===== src/rtl/pss_pkg.sv =====
// Constants of the scan supervisor: register map, fields, timing.
// Assumes a 50 MHz system clock.
package pss_pkg;

  // ==========================================================
  // Register offsets (byte addresses)
  localparam logic [7:0] OFS_CTRL = 8'h00;
  localparam logic [7:0] OFS_PROG_MASK = 8'h04;
  localparam logic [7:0] OFS_INT_EN = 8'h08;
  localparam logic [7:0] OFS_WDT_LIMIT = 8'h0c;
  localparam logic [7:0] OFS_STATUS = 8'h10;
  localparam logic [7:0] OFS_EXP_ERR = 8'h14;
  localparam logic [7:0] OFS_IRQ_STAT = 8'h18;
  localparam logic [7:0] OFS_IRQ_MASK = 8'h1c;
  localparam logic [7:0] OFS_EDIT = 8'h20;
  localparam logic [7:0] OFS_PERIOD_BASE = 8'h40;

  // ==========================================================
  // Fields
  localparam int CTRL_GEI_BIT = 0;
  localparam int EDIT_OPEN_BIT = 8;
  localparam int ST_WDT_BIT = 0;
  localparam int ST_MISSING_BIT = 1;
  localparam int ST_UV_BIT = 2;
  localparam int ST_REMOTE_BIT = 3;
  localparam int ST_HALT_BIT = 4;
  localparam int ST_CODE_LSB = 16;
  // Event bits of IRQ_STAT / IRQ_MASK
  localparam int EV_WDT = 0;
  localparam int EV_MISSING = 1;
  localparam int EV_UV = 2;
  localparam int EV_EXP = 3;
  localparam int EV_NOPROG = 4;
  localparam int EV_EDIT = 5;
  localparam int EV_CALL = 6;
  localparam int EV_TERM = 7;
  localparam int N_EV = 8;

  // ==========================================================
  // Sizes, codes, reset values
  localparam int N_INT = 15;
  localparam int N_EXP = 11;
  localparam int SUB_MAX = 128;
  localparam logic [15:0] ERR_MODULE_MISSING = 16'h0308;
  localparam logic [15:0] PERIOD_RESET = 16'h0001;
  localparam logic [12:0] WDT_MIN_MS = 13'd10;
  localparam logic [12:0] WDT_MAX_MS = 13'd6000;
  localparam logic [12:0] WDT_RESET_MS = 13'd200;

  // ==========================================================
  // Timing
  localparam int CLK_PERIOD_NS = 20;
  localparam int MS_NS = 1000000;
  localparam int MS_CYCLES = MS_NS / CLK_PERIOD_NS;
  localparam int PERIOD_UNIT_MS = 10;

  // Program kinds on the execution port
  localparam logic [2:0] KIND_COLD = 3'h0;
  localparam logic [2:0] KIND_HOT = 3'h1;
  localparam logic [2:0] KIND_SCAN = 3'h2;
  localparam logic [2:0] KIND_SUB = 3'h3;
  localparam logic [2:0] KIND_INT = 3'h4;

  typedef enum logic [7:0] {
    ST_HALT = 8'h01,
    ST_COLD = 8'h02,
    ST_HOT = 8'h04,
    ST_INPUT = 8'h08,
    ST_SOLVE = 8'h10,
    ST_SUB = 8'h20,
    ST_INTR = 8'h40,
    ST_OUTPUT = 8'h80
  } pss_state_t;

endpackage : pss_pkg


===== src/rtl/pss_scan_supervisor.sv =====
// Scan supervisor: scan sequencing, init programs, periodic interrupts,
// scan watchdog, module/expansion/supply monitoring.
// Assumes an execution engine on the same clock and pins from outside.
//
// Operation
// Repeat input, solve, output scan forever
// Scan programs run in ascending ID; need one
// Subroutine call runs, then caller resumes
// Max 128 subroutines; one online edit
// Cold init before first scan program
// Power return in run: hot init, restart
// Init ends on init end; scan on end
// Fifteen periodic interrupts, lower ID first
// Each interrupt has priority and period
// Interrupts need global and individual enable
// Watchdog limit 10 ms to 6 s
// Overrun: fault, remote halt, set flag
// Fault held until power cycle or halt
// Missing module: code 0x0308, remote halt
// Expansion error sets that module's bit
// Supply under 10 V: stop, outputs off
// Watchdog count restarts each scan
//
// Implementation choices: the register offsets and the plain strobed port.
`timescale 1ns/10ps

module pss_scan_supervisor #(
  parameter int MS_CYCLES = pss_pkg::MS_CYCLES,
  parameter int N_PROG = 32
) (
  input wire logic clk_sys,
  input wire logic reset_n,
  input wire logic [7:0] reg_addr,
  input wire logic [31:0] reg_wdata,
  input wire logic reg_wr,
  input wire logic reg_rd,
  output logic [31:0] reg_rdata,
  input wire logic run_switch_pin,
  input wire logic module_missing_pin,
  input wire logic supply_low_pin,
  input wire logic hot_restart_strap,
  output logic exec_start,
  output logic [2:0] exec_kind,
  output logic [7:0] exec_prog_id,
  output logic [7:0] exec_sub_num,
  output logic exec_resume,
  input wire logic exec_done,
  input wire logic exec_init_end,
  input wire logic call_req,
  input wire logic [7:0] call_prog_id,
  input wire logic [7:0] call_sub_num,
  input wire logic exp_err_valid,
  input wire logic [3:0] exp_err_index,
  output logic input_latch,
  output logic output_update,
  output logic outputs_off,
  output logic cpu_halt,
  output logic remote_halt,
  output logic watchdog_fault_flag,
  output logic [pss_pkg::N_EXP-1:0] expansion_error_flags,
  output logic [15:0] error_code,
  output logic irq
);

  // ==========================================================
  // Pin synchronisers: change counts once stages 2 and 3 agree
  logic [2:0] s1_q, s2_q, s3_q;
  logic [2:0] pin_q;
  logic run_sw, missing, uv;

  always_ff @(posedge clk_sys or negedge reset_n)
  begin
    if (!reset_n)
    begin
      s1_q <= 3'h0;
      s2_q <= 3'h0;
      s3_q <= 3'h0;
      pin_q <= 3'h0;
    end
    else
    begin
      s1_q <= {supply_low_pin, module_missing_pin, run_switch_pin};
      s2_q <= s1_q;
      s3_q <= s2_q;
      for (int i = 0; i < 3; i++)
        if (s2_q[i] == s3_q[i])
          pin_q[i] <= s3_q[i];
    end
  end
  assign run_sw = pin_q[0];
  assign missing = pin_q[1];
  assign uv = pin_q[2];

  // ==========================================================
  // Timebase: millisecond and 10 ms ticks
  logic [$clog2(MS_CYCLES)-1:0] pre_q;
  logic [3:0] ms10_q;
  logic ms_tick, tick10;
  assign ms_tick = (pre_q == ($clog2(MS_CYCLES))'(MS_CYCLES - 1));
  assign tick10 = ms_tick && (ms10_q == 4'(pss_pkg::PERIOD_UNIT_MS - 1));

  always_ff @(posedge clk_sys or negedge reset_n)
  begin
    if (!reset_n)
    begin
      pre_q <= '0;
      ms10_q <= 4'h0;
    end
    else
    begin
      pre_q <= ms_tick ? '0 : pre_q + 1'b1;
      if (tick10)
        ms10_q <= 4'h0;
      else if (ms_tick)
        ms10_q <= ms10_q + 4'h1;
    end
  end

  // ==========================================================
  // Software registers
  logic gei_q;
  logic [N_PROG-1:0] prog_mask_q;
  logic [pss_pkg::N_INT-1:0] int_en_q;
  logic [12:0] wdt_limit_q;
  logic [pss_pkg::N_EV-1:0] irq_mask_q;
  logic [15:0] period_q [pss_pkg::N_INT];
  logic [3:0] prio_q [pss_pkg::N_INT];
  logic [12:0] lim_in;
  logic per_wr;
  logic [3:0] per_idx;
  assign per_idx = reg_addr[5:2];
  assign per_wr = reg_wr && reg_addr[7:6] == pss_pkg::OFS_PERIOD_BASE[7:6]
    && per_idx < 4'(pss_pkg::N_INT);
  // Clamp on the full word so large values do not wrap
  assign lim_in = reg_wdata < 32'(pss_pkg::WDT_MIN_MS) ? pss_pkg::WDT_MIN_MS
    : reg_wdata > 32'(pss_pkg::WDT_MAX_MS) ? pss_pkg::WDT_MAX_MS
    : reg_wdata[12:0];

  always_ff @(posedge clk_sys or negedge reset_n)
  begin
    if (!reset_n)
    begin
      gei_q <= 1'b0;
      prog_mask_q <= '0;
      int_en_q <= '0;
      wdt_limit_q <= pss_pkg::WDT_RESET_MS;
      irq_mask_q <= '0;
      for (int i = 0; i < pss_pkg::N_INT; i++)
      begin
        period_q[i] <= pss_pkg::PERIOD_RESET;
        prio_q[i] <= 4'h0;
      end
    end
    else if (reg_wr)
    begin
      case (reg_addr)
        pss_pkg::OFS_CTRL: gei_q <= reg_wdata[pss_pkg::CTRL_GEI_BIT];
        pss_pkg::OFS_PROG_MASK: prog_mask_q <= reg_wdata[N_PROG-1:0];
        pss_pkg::OFS_INT_EN: int_en_q <= reg_wdata[pss_pkg::N_INT-1:0];
        pss_pkg::OFS_WDT_LIMIT: wdt_limit_q <= lim_in;
        pss_pkg::OFS_IRQ_MASK: irq_mask_q <= reg_wdata[pss_pkg::N_EV-1:0];
        default:
        begin
          if (per_wr)
          begin
            // Period in 10 ms units, zero taken as one unit
            period_q[per_idx] <= reg_wdata[15:0] == 16'h0 ?
              pss_pkg::PERIOD_RESET : reg_wdata[15:0];
            prio_q[per_idx] <= reg_wdata[19:16];
          end
        end
      endcase
    end
  end

  // ==========================================================
  // Periodic interrupt timers, one per interrupt program
  logic [pss_pkg::N_INT-1:0] pend_q, clr_pend;
  genvar g;
  generate
    for (g = 0; g < pss_pkg::N_INT; g++)
    begin : g_int
      logic [15:0] cnt_q;
      always_ff @(posedge clk_sys or negedge reset_n)
      begin
        if (!reset_n)
        begin
          cnt_q <= pss_pkg::PERIOD_RESET;
          pend_q[g] <= 1'b0;
        end
        else if (!(gei_q && int_en_q[g]))
        begin
          cnt_q <= period_q[g];
          pend_q[g] <= 1'b0;
        end
        else
        begin
          if (tick10)
            cnt_q <= cnt_q <= 16'h1 ? period_q[g] : cnt_q - 16'h1;
          if (tick10 && cnt_q <= 16'h1)
            pend_q[g] <= 1'b1;
          else if (clr_pend[g])
            pend_q[g] <= 1'b0;
        end
      end
    end
  endgenerate

  // Lowest pending ID wins
  logic int_due;
  logic [3:0] int_sel;
  always_comb
  begin
    int_due = 1'b0;
    int_sel = 4'h0;
    for (int i = pss_pkg::N_INT - 1; i >= 0; i--)
      if (pend_q[i] && gei_q && int_en_q[i])
      begin
        int_due = 1'b1;
        int_sel = 4'(i);
      end
  end

  // Next registered scan program above the current one
  function automatic logic [8:0] next_prog(input logic [N_PROG-1:0] mask,
    input logic [7:0] cur, input logic first);
    logic [8:0] r;
    r = 9'h0;
    for (int i = N_PROG - 1; i >= 0; i--)
      if (mask[i] && (first || 8'(i) > cur))
        r = {1'b1, 8'(i)};
    return r;
  endfunction : next_prog

  // ==========================================================
  // Scan sequencer
  pss_pkg::pss_state_t state_q;
  logic [7:0] cur_id_q;
  logic hot_q, hot_seen_q, launched_q;
  logic wdt_fault_q, miss_fault_q, wdt_over;
  logic [12:0] wdt_ms_q;
  logic ev_noprog, ev_call, ev_term;
  logic [8:0] nxt_first, nxt_after;
  logic stop;
  assign nxt_first = next_prog(prog_mask_q, 8'h0, 1'b1);
  assign nxt_after = next_prog(prog_mask_q, cur_id_q, 1'b0);
  assign stop = !run_sw || wdt_fault_q || miss_fault_q || uv;
  assign wdt_over = wdt_ms_q > wdt_limit_q;

  always_ff @(posedge clk_sys or negedge reset_n)
  begin
    if (!reset_n)
    begin
      state_q <= pss_pkg::ST_HALT;
      cur_id_q <= 8'h0;
      hot_q <= 1'b0;
      hot_seen_q <= 1'b0;
      launched_q <= 1'b0;
      exec_start <= 1'b0;
      exec_kind <= pss_pkg::KIND_COLD;
      exec_prog_id <= 8'h0;
      exec_sub_num <= 8'h0;
      exec_resume <= 1'b0;
      input_latch <= 1'b0;
      output_update <= 1'b0;
      ev_noprog <= 1'b0;
      ev_call <= 1'b0;
      ev_term <= 1'b0;
      clr_pend <= '0;
    end
    else
    begin
      exec_start <= 1'b0;
      exec_resume <= 1'b0;
      input_latch <= 1'b0;
      output_update <= 1'b0;
      ev_noprog <= 1'b0;
      ev_call <= 1'b0;
      ev_term <= 1'b0;
      clr_pend <= '0;
      // Strap caught once after release
      if (!launched_q)
      begin
        launched_q <= 1'b1;
        hot_q <= hot_restart_strap;
      end
      if (stop)
      begin
        // Supply loss while running asks for a hot restart
        if (uv && state_q != pss_pkg::ST_HALT)
          hot_q <= 1'b1;
        state_q <= pss_pkg::ST_HALT;
      end
      else
      begin
        case (state_q)
          pss_pkg::ST_HALT:
          begin
            if (launched_q)
            begin
              state_q <= hot_q ? pss_pkg::ST_HOT : pss_pkg::ST_COLD;
              exec_kind <= hot_q ? pss_pkg::KIND_HOT : pss_pkg::KIND_COLD;
              exec_prog_id <= 8'h0;
              exec_start <= 1'b1;
              hot_q <= 1'b0;
              hot_seen_q <= hot_q;
            end
          end
          pss_pkg::ST_COLD, pss_pkg::ST_HOT:
          begin
            if (exec_done)
            begin
              if (!exec_init_end)
                ev_term <= 1'b1;
              else if (!nxt_first[8])
              begin
                ev_noprog <= 1'b1;
                state_q <= pss_pkg::ST_HALT;
                hot_q <= hot_seen_q;
              end
              else
                state_q <= pss_pkg::ST_INPUT;
            end
          end
          pss_pkg::ST_INPUT:
          begin
            input_latch <= 1'b1;
            if (nxt_first[8])
            begin
              cur_id_q <= nxt_first[7:0];
              exec_prog_id <= nxt_first[7:0];
              exec_kind <= pss_pkg::KIND_SCAN;
              exec_start <= 1'b1;
              state_q <= pss_pkg::ST_SOLVE;
            end
            else
            begin
              ev_noprog <= 1'b1;
              state_q <= pss_pkg::ST_OUTPUT;
            end
          end
          pss_pkg::ST_SOLVE:
          begin
            if (call_req)
            begin
              if ({1'b0, call_sub_num} >= 9'(pss_pkg::SUB_MAX))
                ev_call <= 1'b1;
              else
              begin
                exec_kind <= pss_pkg::KIND_SUB;
                exec_prog_id <= call_prog_id;
                exec_sub_num <= call_sub_num;
                exec_start <= 1'b1;
                state_q <= pss_pkg::ST_SUB;
              end
            end
            else if (exec_done)
            begin
              if (exec_init_end)
                ev_term <= 1'b1;
              if (int_due)
              begin
                clr_pend[int_sel] <= 1'b1;
                exec_kind <= pss_pkg::KIND_INT;
                exec_prog_id <= {4'h0, int_sel};
                exec_start <= 1'b1;
                state_q <= pss_pkg::ST_INTR;
              end
              else if (nxt_after[8])
              begin
                cur_id_q <= nxt_after[7:0];
                exec_kind <= pss_pkg::KIND_SCAN;
                exec_prog_id <= nxt_after[7:0];
                exec_start <= 1'b1;
              end
              else
                state_q <= pss_pkg::ST_OUTPUT;
            end
          end
          pss_pkg::ST_SUB:
          begin
            if (exec_done)
            begin
              exec_resume <= 1'b1;
              exec_kind <= pss_pkg::KIND_SCAN;
              exec_prog_id <= cur_id_q;
              state_q <= pss_pkg::ST_SOLVE;
            end
          end
          pss_pkg::ST_INTR:
          begin
            if (exec_done)
            begin
              if (nxt_after[8])
              begin
                cur_id_q <= nxt_after[7:0];
                exec_kind <= pss_pkg::KIND_SCAN;
                exec_prog_id <= nxt_after[7:0];
                exec_start <= 1'b1;
                state_q <= pss_pkg::ST_SOLVE;
              end
              else
                state_q <= pss_pkg::ST_OUTPUT;
            end
          end
          pss_pkg::ST_OUTPUT:
          begin
            output_update <= 1'b1;
            state_q <= pss_pkg::ST_INPUT;
          end
          default: state_q <= pss_pkg::ST_HALT;
        endcase
      end
    end
  end

  // ==========================================================
  // Scan watchdog and halt faults
  logic scanning;
  assign scanning = state_q == pss_pkg::ST_SOLVE
    || state_q == pss_pkg::ST_SUB || state_q == pss_pkg::ST_INTR;

  always_ff @(posedge clk_sys or negedge reset_n)
  begin
    if (!reset_n)
    begin
      wdt_ms_q <= 13'h0;
      wdt_fault_q <= 1'b0;
      miss_fault_q <= 1'b0;
    end
    else
    begin
      if (state_q == pss_pkg::ST_INPUT)
        wdt_ms_q <= 13'h0;
      else if (scanning && ms_tick && !wdt_over)
        wdt_ms_q <= wdt_ms_q + 13'h1;
      if (scanning && wdt_over)
        wdt_fault_q <= 1'b1;
      else if (!run_sw)
        wdt_fault_q <= 1'b0;
      if (missing)
        miss_fault_q <= 1'b1;
      else if (!run_sw)
        miss_fault_q <= 1'b0;
    end
  end

  // ==========================================================
  // Expansion errors, online edit, interrupt status
  logic edit_open_q, ev_edit;
  logic [7:0] edit_num_q;
  logic [pss_pkg::N_EV-1:0] irq_stat_q, ev_set;
  logic [31:0] w1c;
  logic ev_wdt, ev_miss, ev_uv, wdt_d_q, miss_d_q, uv_d_q;
  assign ev_edit = reg_wr && reg_addr == pss_pkg::OFS_EDIT
    && reg_wdata[pss_pkg::EDIT_OPEN_BIT] && edit_open_q
    && reg_wdata[7:0] != edit_num_q;
  assign ev_wdt = wdt_fault_q && !wdt_d_q;
  assign ev_miss = miss_fault_q && !miss_d_q;
  assign ev_uv = uv && !uv_d_q;
  assign ev_set = {ev_term, ev_call, ev_edit, ev_noprog, exp_err_valid,
    ev_uv, ev_miss, ev_wdt};
  assign w1c = reg_wr ? reg_wdata : 32'h0;

  always_ff @(posedge clk_sys or negedge reset_n)
  begin
    if (!reset_n)
    begin
      expansion_error_flags <= '0;
      edit_open_q <= 1'b0;
      edit_num_q <= 8'h0;
      irq_stat_q <= '0;
      wdt_d_q <= 1'b0;
      miss_d_q <= 1'b0;
      uv_d_q <= 1'b0;
    end
    else
    begin
      wdt_d_q <= wdt_fault_q;
      miss_d_q <= miss_fault_q;
      uv_d_q <= uv;
      for (int i = 0; i < pss_pkg::N_EXP; i++)
        if (exp_err_valid && exp_err_index == 4'(i))
          expansion_error_flags[i] <= 1'b1;
        else if (reg_addr == pss_pkg::OFS_EXP_ERR && w1c[i])
          expansion_error_flags[i] <= 1'b0;
      for (int i = 0; i < pss_pkg::N_EV; i++)
        if (ev_set[i])
          irq_stat_q[i] <= 1'b1;
        else if (reg_addr == pss_pkg::OFS_IRQ_STAT && w1c[i])
          irq_stat_q[i] <= 1'b0;
      if (reg_wr && reg_addr == pss_pkg::OFS_EDIT)
      begin
        if (!reg_wdata[pss_pkg::EDIT_OPEN_BIT])
          edit_open_q <= 1'b0;
        else if (!edit_open_q)
        begin
          edit_open_q <= 1'b1;
          edit_num_q <= reg_wdata[7:0];
        end
      end
    end
  end

  // ==========================================================
  // Outputs and read port
  assign irq = |(irq_stat_q & irq_mask_q);
  assign cpu_halt = state_q == pss_pkg::ST_HALT;
  assign outputs_off = uv || cpu_halt;
  assign remote_halt = wdt_fault_q || miss_fault_q;
  assign watchdog_fault_flag = wdt_fault_q;
  assign error_code = miss_fault_q ? pss_pkg::ERR_MODULE_MISSING : 16'h0;

  always_ff @(posedge clk_sys or negedge reset_n)
  begin
    if (!reset_n)
      reg_rdata <= 32'h0;
    else if (!reg_rd)
      reg_rdata <= 32'h0;
    else
    begin
      case (reg_addr)
        pss_pkg::OFS_CTRL: reg_rdata <= {31'h0, gei_q};
        pss_pkg::OFS_PROG_MASK: reg_rdata <= 32'(prog_mask_q);
        pss_pkg::OFS_INT_EN: reg_rdata <= 32'(int_en_q);
        pss_pkg::OFS_WDT_LIMIT: reg_rdata <= {19'h0, wdt_limit_q};
        pss_pkg::OFS_STATUS: reg_rdata <= {error_code, 11'h0, cpu_halt,
          remote_halt, uv, miss_fault_q, wdt_fault_q};
        pss_pkg::OFS_EXP_ERR: reg_rdata <= 32'(expansion_error_flags);
        pss_pkg::OFS_IRQ_STAT: reg_rdata <= 32'(irq_stat_q);
        pss_pkg::OFS_IRQ_MASK: reg_rdata <= 32'(irq_mask_q);
        pss_pkg::OFS_EDIT: reg_rdata <= {23'h0, edit_open_q, edit_num_q};
        default: reg_rdata <= per_wr || (reg_addr[7:6] == 2'h1
          && per_idx < 4'(pss_pkg::N_INT)) ?
          {12'h0, prio_q[per_idx], period_q[per_idx]} : 32'h0;
      endcase
    end
  end

  // ==========================================================
  // Checks
  out_then_in_a: assert property (
    @(posedge clk_sys) disable iff (!reset_n)
    state_q == pss_pkg::ST_OUTPUT |=> state_q == pss_pkg::ST_INPUT
      || state_q == pss_pkg::ST_HALT)
    else $error("output phase not followed by input phase");
  sub_resume_a: assert property (
    @(posedge clk_sys) disable iff (!reset_n)
    state_q == pss_pkg::ST_SUB && exec_done && !stop
      |=> exec_resume && state_q == pss_pkg::ST_SOLVE)
    else $error("caller not resumed after subroutine");
  int_gate_a: assert property (
    @(posedge clk_sys) disable iff (!reset_n)
    exec_start && exec_kind == pss_pkg::KIND_INT
      |-> $past(gei_q)
      && (($past(int_en_q) >> exec_prog_id[3:0]) & 15'h1) != 15'h0)
    else $error("interrupt started without enables");
  wdt_restart_a: assert property (
    @(posedge clk_sys) disable iff (!reset_n)
    state_q == pss_pkg::ST_INPUT |=> wdt_ms_q == 13'h0)
    else $error("watchdog count not restarted");
  wdt_fault_a: assert property (
    @(posedge clk_sys) disable iff (!reset_n)
    scanning && wdt_over |=> watchdog_fault_flag ##1 cpu_halt)
    else $error("watchdog overrun did not halt");
  wdt_hold_a: assert property (
    @(posedge clk_sys) disable iff (!reset_n)
    wdt_fault_q && run_sw |=> wdt_fault_q)
    else $error("watchdog fault cleared while in run");
  missing_code_a: assert property (
    @(posedge clk_sys) disable iff (!reset_n)
    $rose(miss_fault_q) |-> error_code == pss_pkg::ERR_MODULE_MISSING
      && remote_halt ##1 cpu_halt)
    else $error("missing module not reported");
  uv_off_a: assert property (
    @(posedge clk_sys) disable iff (!reset_n)
    uv |-> outputs_off
      ##1 cpu_halt && !exec_start && !output_update)
    else $error("outputs on during low supply");

endmodule : pss_scan_supervisor


===== config.mk =====
export PLATFORM = sky130hd
export DESIGN_NAME = pss_scan_supervisor
export DESIGN_NICKNAME = d
export VERILOG_FILES = /design/src/rtl/pss_pkg.sv /design/src/rtl/pss_scan_supervisor.sv
export SDC_FILE = /design/constraint.sdc
export NUM_CORES = 2
export LEC_CHECK = 0
export ABC_CLOCK_PERIOD_IN_PS = 2900
export BUFFER_PORTS_ARGS = -buffer_cell sky130_fd_sc_hd__buf_4
export CORE_MARGIN = 5
export CORE_UTILIZATION = 46
export CTS_BUF_LIST = sky130_fd_sc_hd__clkbuf_4 sky130_fd_sc_hd__clkbuf_8 sky130_fd_sc_hd__clkbuf_16
export DETAILED_ROUTE_END_ITERATION = 7
export PLACE_DENSITY_LB_ADDON = 0.05
export REMOVE_ABC_BUFFERS = 1
export SETUP_SLACK_MARGIN = 0.02
export SLEW_MARGIN = 20
export SYNTH_ARGS = -nofsm -noshare
export SYNTH_HDL_FRONTEND = slang
export SYNTH_SLANG_ARGS = --single-unit

===== constraint.sdc =====
create_clock -name clk_sys -period 2.9 [get_ports clk_sys]
set_input_delay 0.29 -clock clk_sys [delete_from_list [all_inputs] [get_ports clk_sys]]
set_output_delay 0.29 -clock clk_sys [all_outputs]
set_load 0.005 [all_outputs]

==> impl_metrics.yaml <==
outcome:
  status: "finished clean"
floorplan:
  dieArea_mm2: 0.0964
  die_x_um: 311
  chipHeight_um: 311
  initial_core_util_pct: 46.2
  fp-row-count: 110
  core_region_area_mm2: 0.0899
  io_pins: 159
grt:
  grt_max_degree: 74
  antenna_found_initial: 3
  grt_pass1_vias: 33681
  track_usage_pct: 29.3
  grt_pass1_wl_um: 219000
  grt_overflow_total: 0
final_layout:
  drive_gt1_share_pct: 25.8
  layout_commonest_cell: "dfrtp_1"
  num-nets-final: 4632
  fill_cells: 8091
  design_area_mm2: 0.0495
  syn_to_final_growth_pct: 19.2
  final_cells: 5764
  most-common-layout-cells: "752 x dfrtp_1, 470 x o21ai_0, 420 x nor2_1, 414 x buf_4, 363 x mux2_2"
route:
  drt_iter0_drc: 3174
  route.detailed.drc: 0
  wl_per_cell_um: 25.0
  drtPass1Iterations: 6
  vias: 35043
  wirelength_um: 144000
  drtAntennaViolNets: 0
  vias_per_cell: 6.08
place:
  dp_cells: 5554
  portBuffers: 145
  dp_hpwl_um: 104000
  routabilityCongestion: 0.927
  placed_area_mm2: 0.0458
  post-place-ws_ns: -0.0832
setup_path:
  worstPathArrival_ns: 3.36
  path_class: "flop to flop"
  path_max_fanout: 11
  start_kind: "flop"
  end_kind: "flop"
  cp.required_ns: 3.44
logic_synthesis:
  synth.distinct_cells: 94
  synth-seq-cells: 791
  synth_edf_count: 0
  ys.flop_type: "dfrtp_1"
  syn_inst: 4201
  synth_seq_area_share_pct: 47.7
  yosysWarningCount: 0
  synth_area_mm2: 0.0416
  syn_avg_cell_area_um2: 9.89
  synthArstFlopShare_pct: 100
timing:
  setup_viol: 0
  fin_ws_ns: 0.0804
  final.period_utilization_pct: 97.2
  rsz0062_at_grt: "yes"
  tightest_slew_ns: 0.921
  hold_viol: 0
  drv_slew: 0
  finClkSkew_ns: 0.0272
  fmax_mhz: 355
  maxSlewHeadroom_pct: 38.4
  final_period_minus_worst_setup_slack_ns: 2.82
power_and_ir_drop:
  ir_worst_vdd_uv: 429
  p_clk_share_pct: 39.4
  power_per_cell_area_mw_per_mm2: 630
  p_comb_share_pct: 17.3
  internal_power_mw: 22.1
  p_sw_share_pct: 29.2
  leakage_nw: 22.1
  seqPwrFrac_pct: 43.3
  p_sw_mw: 9.09
cts:
  cts-root-buf: "clkbuf_16"
  numCtsBuffers: 90
  clkLatencyLatePin_ns: 0.68
  cts_num_sinks: 791
  path_clk_slew_ns: 0.06
  cts_buffer_depth: 3
  h-tree-depth: 3
  cts_tree: "built"
run:
  max-cap-violations: 0
hold_path:
  hold_class: "input pin to flop"
## power by group through the flow
stage	Clock, mW	Sequential (mW)	Combinational [mW]
3_5_place_dp	0	13.7	5.27
2_1_floorplan	0	13.1	3.15
6_report	12.3	13.5	5.38
5_1_grt	12.9	13.6	5.93
3_3_place_gp	0	13.6	5.23
4_1_cts	12.5	13.5	5.34
## what timing repair did
| item | CTS | global route |
|---|---|---|
| gates resized for setup | 9 | 25 |
| setup endpoints to repair | 15 | 37 |
| endpoints found under the hold margin | 92 | 0 |
| pin swaps | 1 | 7 |
| buffers inserted | 2 | 3 |
| hold buffers | 37 | 0 |
| cloned | 0 | 1 |
## final cells by class
type,instances,area (µm²),share of cell area (%)
Multi-Input combinational cell,3040,20300,41.1
Sequential cell,791,19800,40.1
Timing Repair Buffer,496,4330,8.75
Clock buffer,139,2820,5.69
Tap cell,1176,1470,2.97
Clock inverter,26,373,0.753
Inverter,94,353,0.712
Antenna cell,2,5.00,0.0101
## cell usage after synthesis, types with 30 or more instances
cell	n	share of area, %
nor3_1	185	2.2
dfstp_2	34	2.2
nor2b_1	47	0.71
mux4_2	80	4.3
nand2b_1	30	0.45
nand2_1	277	2.5
a31oi_1	30	0.45
a22oi_1	82	1.5
mux2_2	363	9.8
dfrtp_1	757	46
inv_1	92	0.83
o21ai_0	471	5.7
buf_1	33	0.30
nor2_1	434	3.9
or3_1	37	0.56
nand3_1	100	1.2
a21oi_1	315	3.8
and3_1	34	0.51
nor4_1	75	1.1
clkbuf_1	218	2.0
ha_1	47	1.4
## final timing paths
check	from	slack (ns)	cells past startpoint	end
min in group asynchronous	reset_n	0.18	2	wdt_d_q$_DFF_PN0_
setup reg to reg	state_q[1]$_DFFE_PN0P_	0.08	9	exec_prog_id[0]$_DFFE_PN0P_
hold reg to reg	s1_q[2]$_DFF_PN0_	0.35	0	s2_q[2]$_DFF_PN0_
setup / recovery	state_q[1]$_DFFE_PN0P_	0.08	9	exec_prog_id[0]$_DFFE_PN0P_
max in group asynchronous	reset_n	1.78	3	g_int[9].cnt_q[0]$_DFFE_PN1P_
hold / removal	call_prog_id[3]	0.05	4	exec_prog_id[3]$_DFFE_PN0P_
## through the flow
stage | util, % | power, mW | setup TNS (ns) | hold WS (ns)
after floorplan | - | 16.3 | -200.11 | -0.00559
after global placement | 51.0 | 18.9 | -0.362 | 0.292
after detailed placement | 51.0 | 18.9 | -0.355 | 0.288
after CTS | 55.0 | 31.3 | 0 | 0.00903
after global routing | 55.1 | 32.5 | -0.0231 | 0.0301
final | 55.1 | 31.2 | 0 | 0.0464
## critical path: stages (launching register included)
cell     delay (ns)
dfrtp_1        0.38
or4_4          0.52
or4_4          0.50
nand2_1        0.15
nor3_2         0.10
or3_4          0.36
buf_4          0.19
a221o_1        0.28
a21oi_1        0.13
a31oi_1        0.09
## per-layer routing
layer	part of all wire (%)	vias up	track usage, %
met5	0.019	-	0
met1	45	17707	42.1
met4	3.0	4	8.08
met3	6.3	232	4.86
met2	46	1153	46.4
li1	-	15947	-
## registers in the layout (all words and copies together) (netlist names), 11 cells and up
register,cells
pend_q,15
wdt_ms_q,13
prog_mask_q,32
expansion_error_flags,11
int_en_q,15
g_int.cnt_q,240
reg_rdata,32
wdt_limit_q,13
clr_pend,15
pre_q,16
period_q,240
prio_q,60
## kinds of logic after synthesis
| family | count (synthesis) | share of synthesized area (%) |
|---|---|---|
| xor+xnor | 29 | 0.611 |
| fa+ha+maj | 50 | 1.49 |
| mux | 476 | 15.0 |
| buf+inv | 382 | 3.73 |
| other cells | 2 | 0.0181 |
| flops | 791 | 47.7 |
| compound gates | 1122 | 15.9 |
| simple gates | 1349 | 15.5 |
Power figures use the tool's default switching activity.
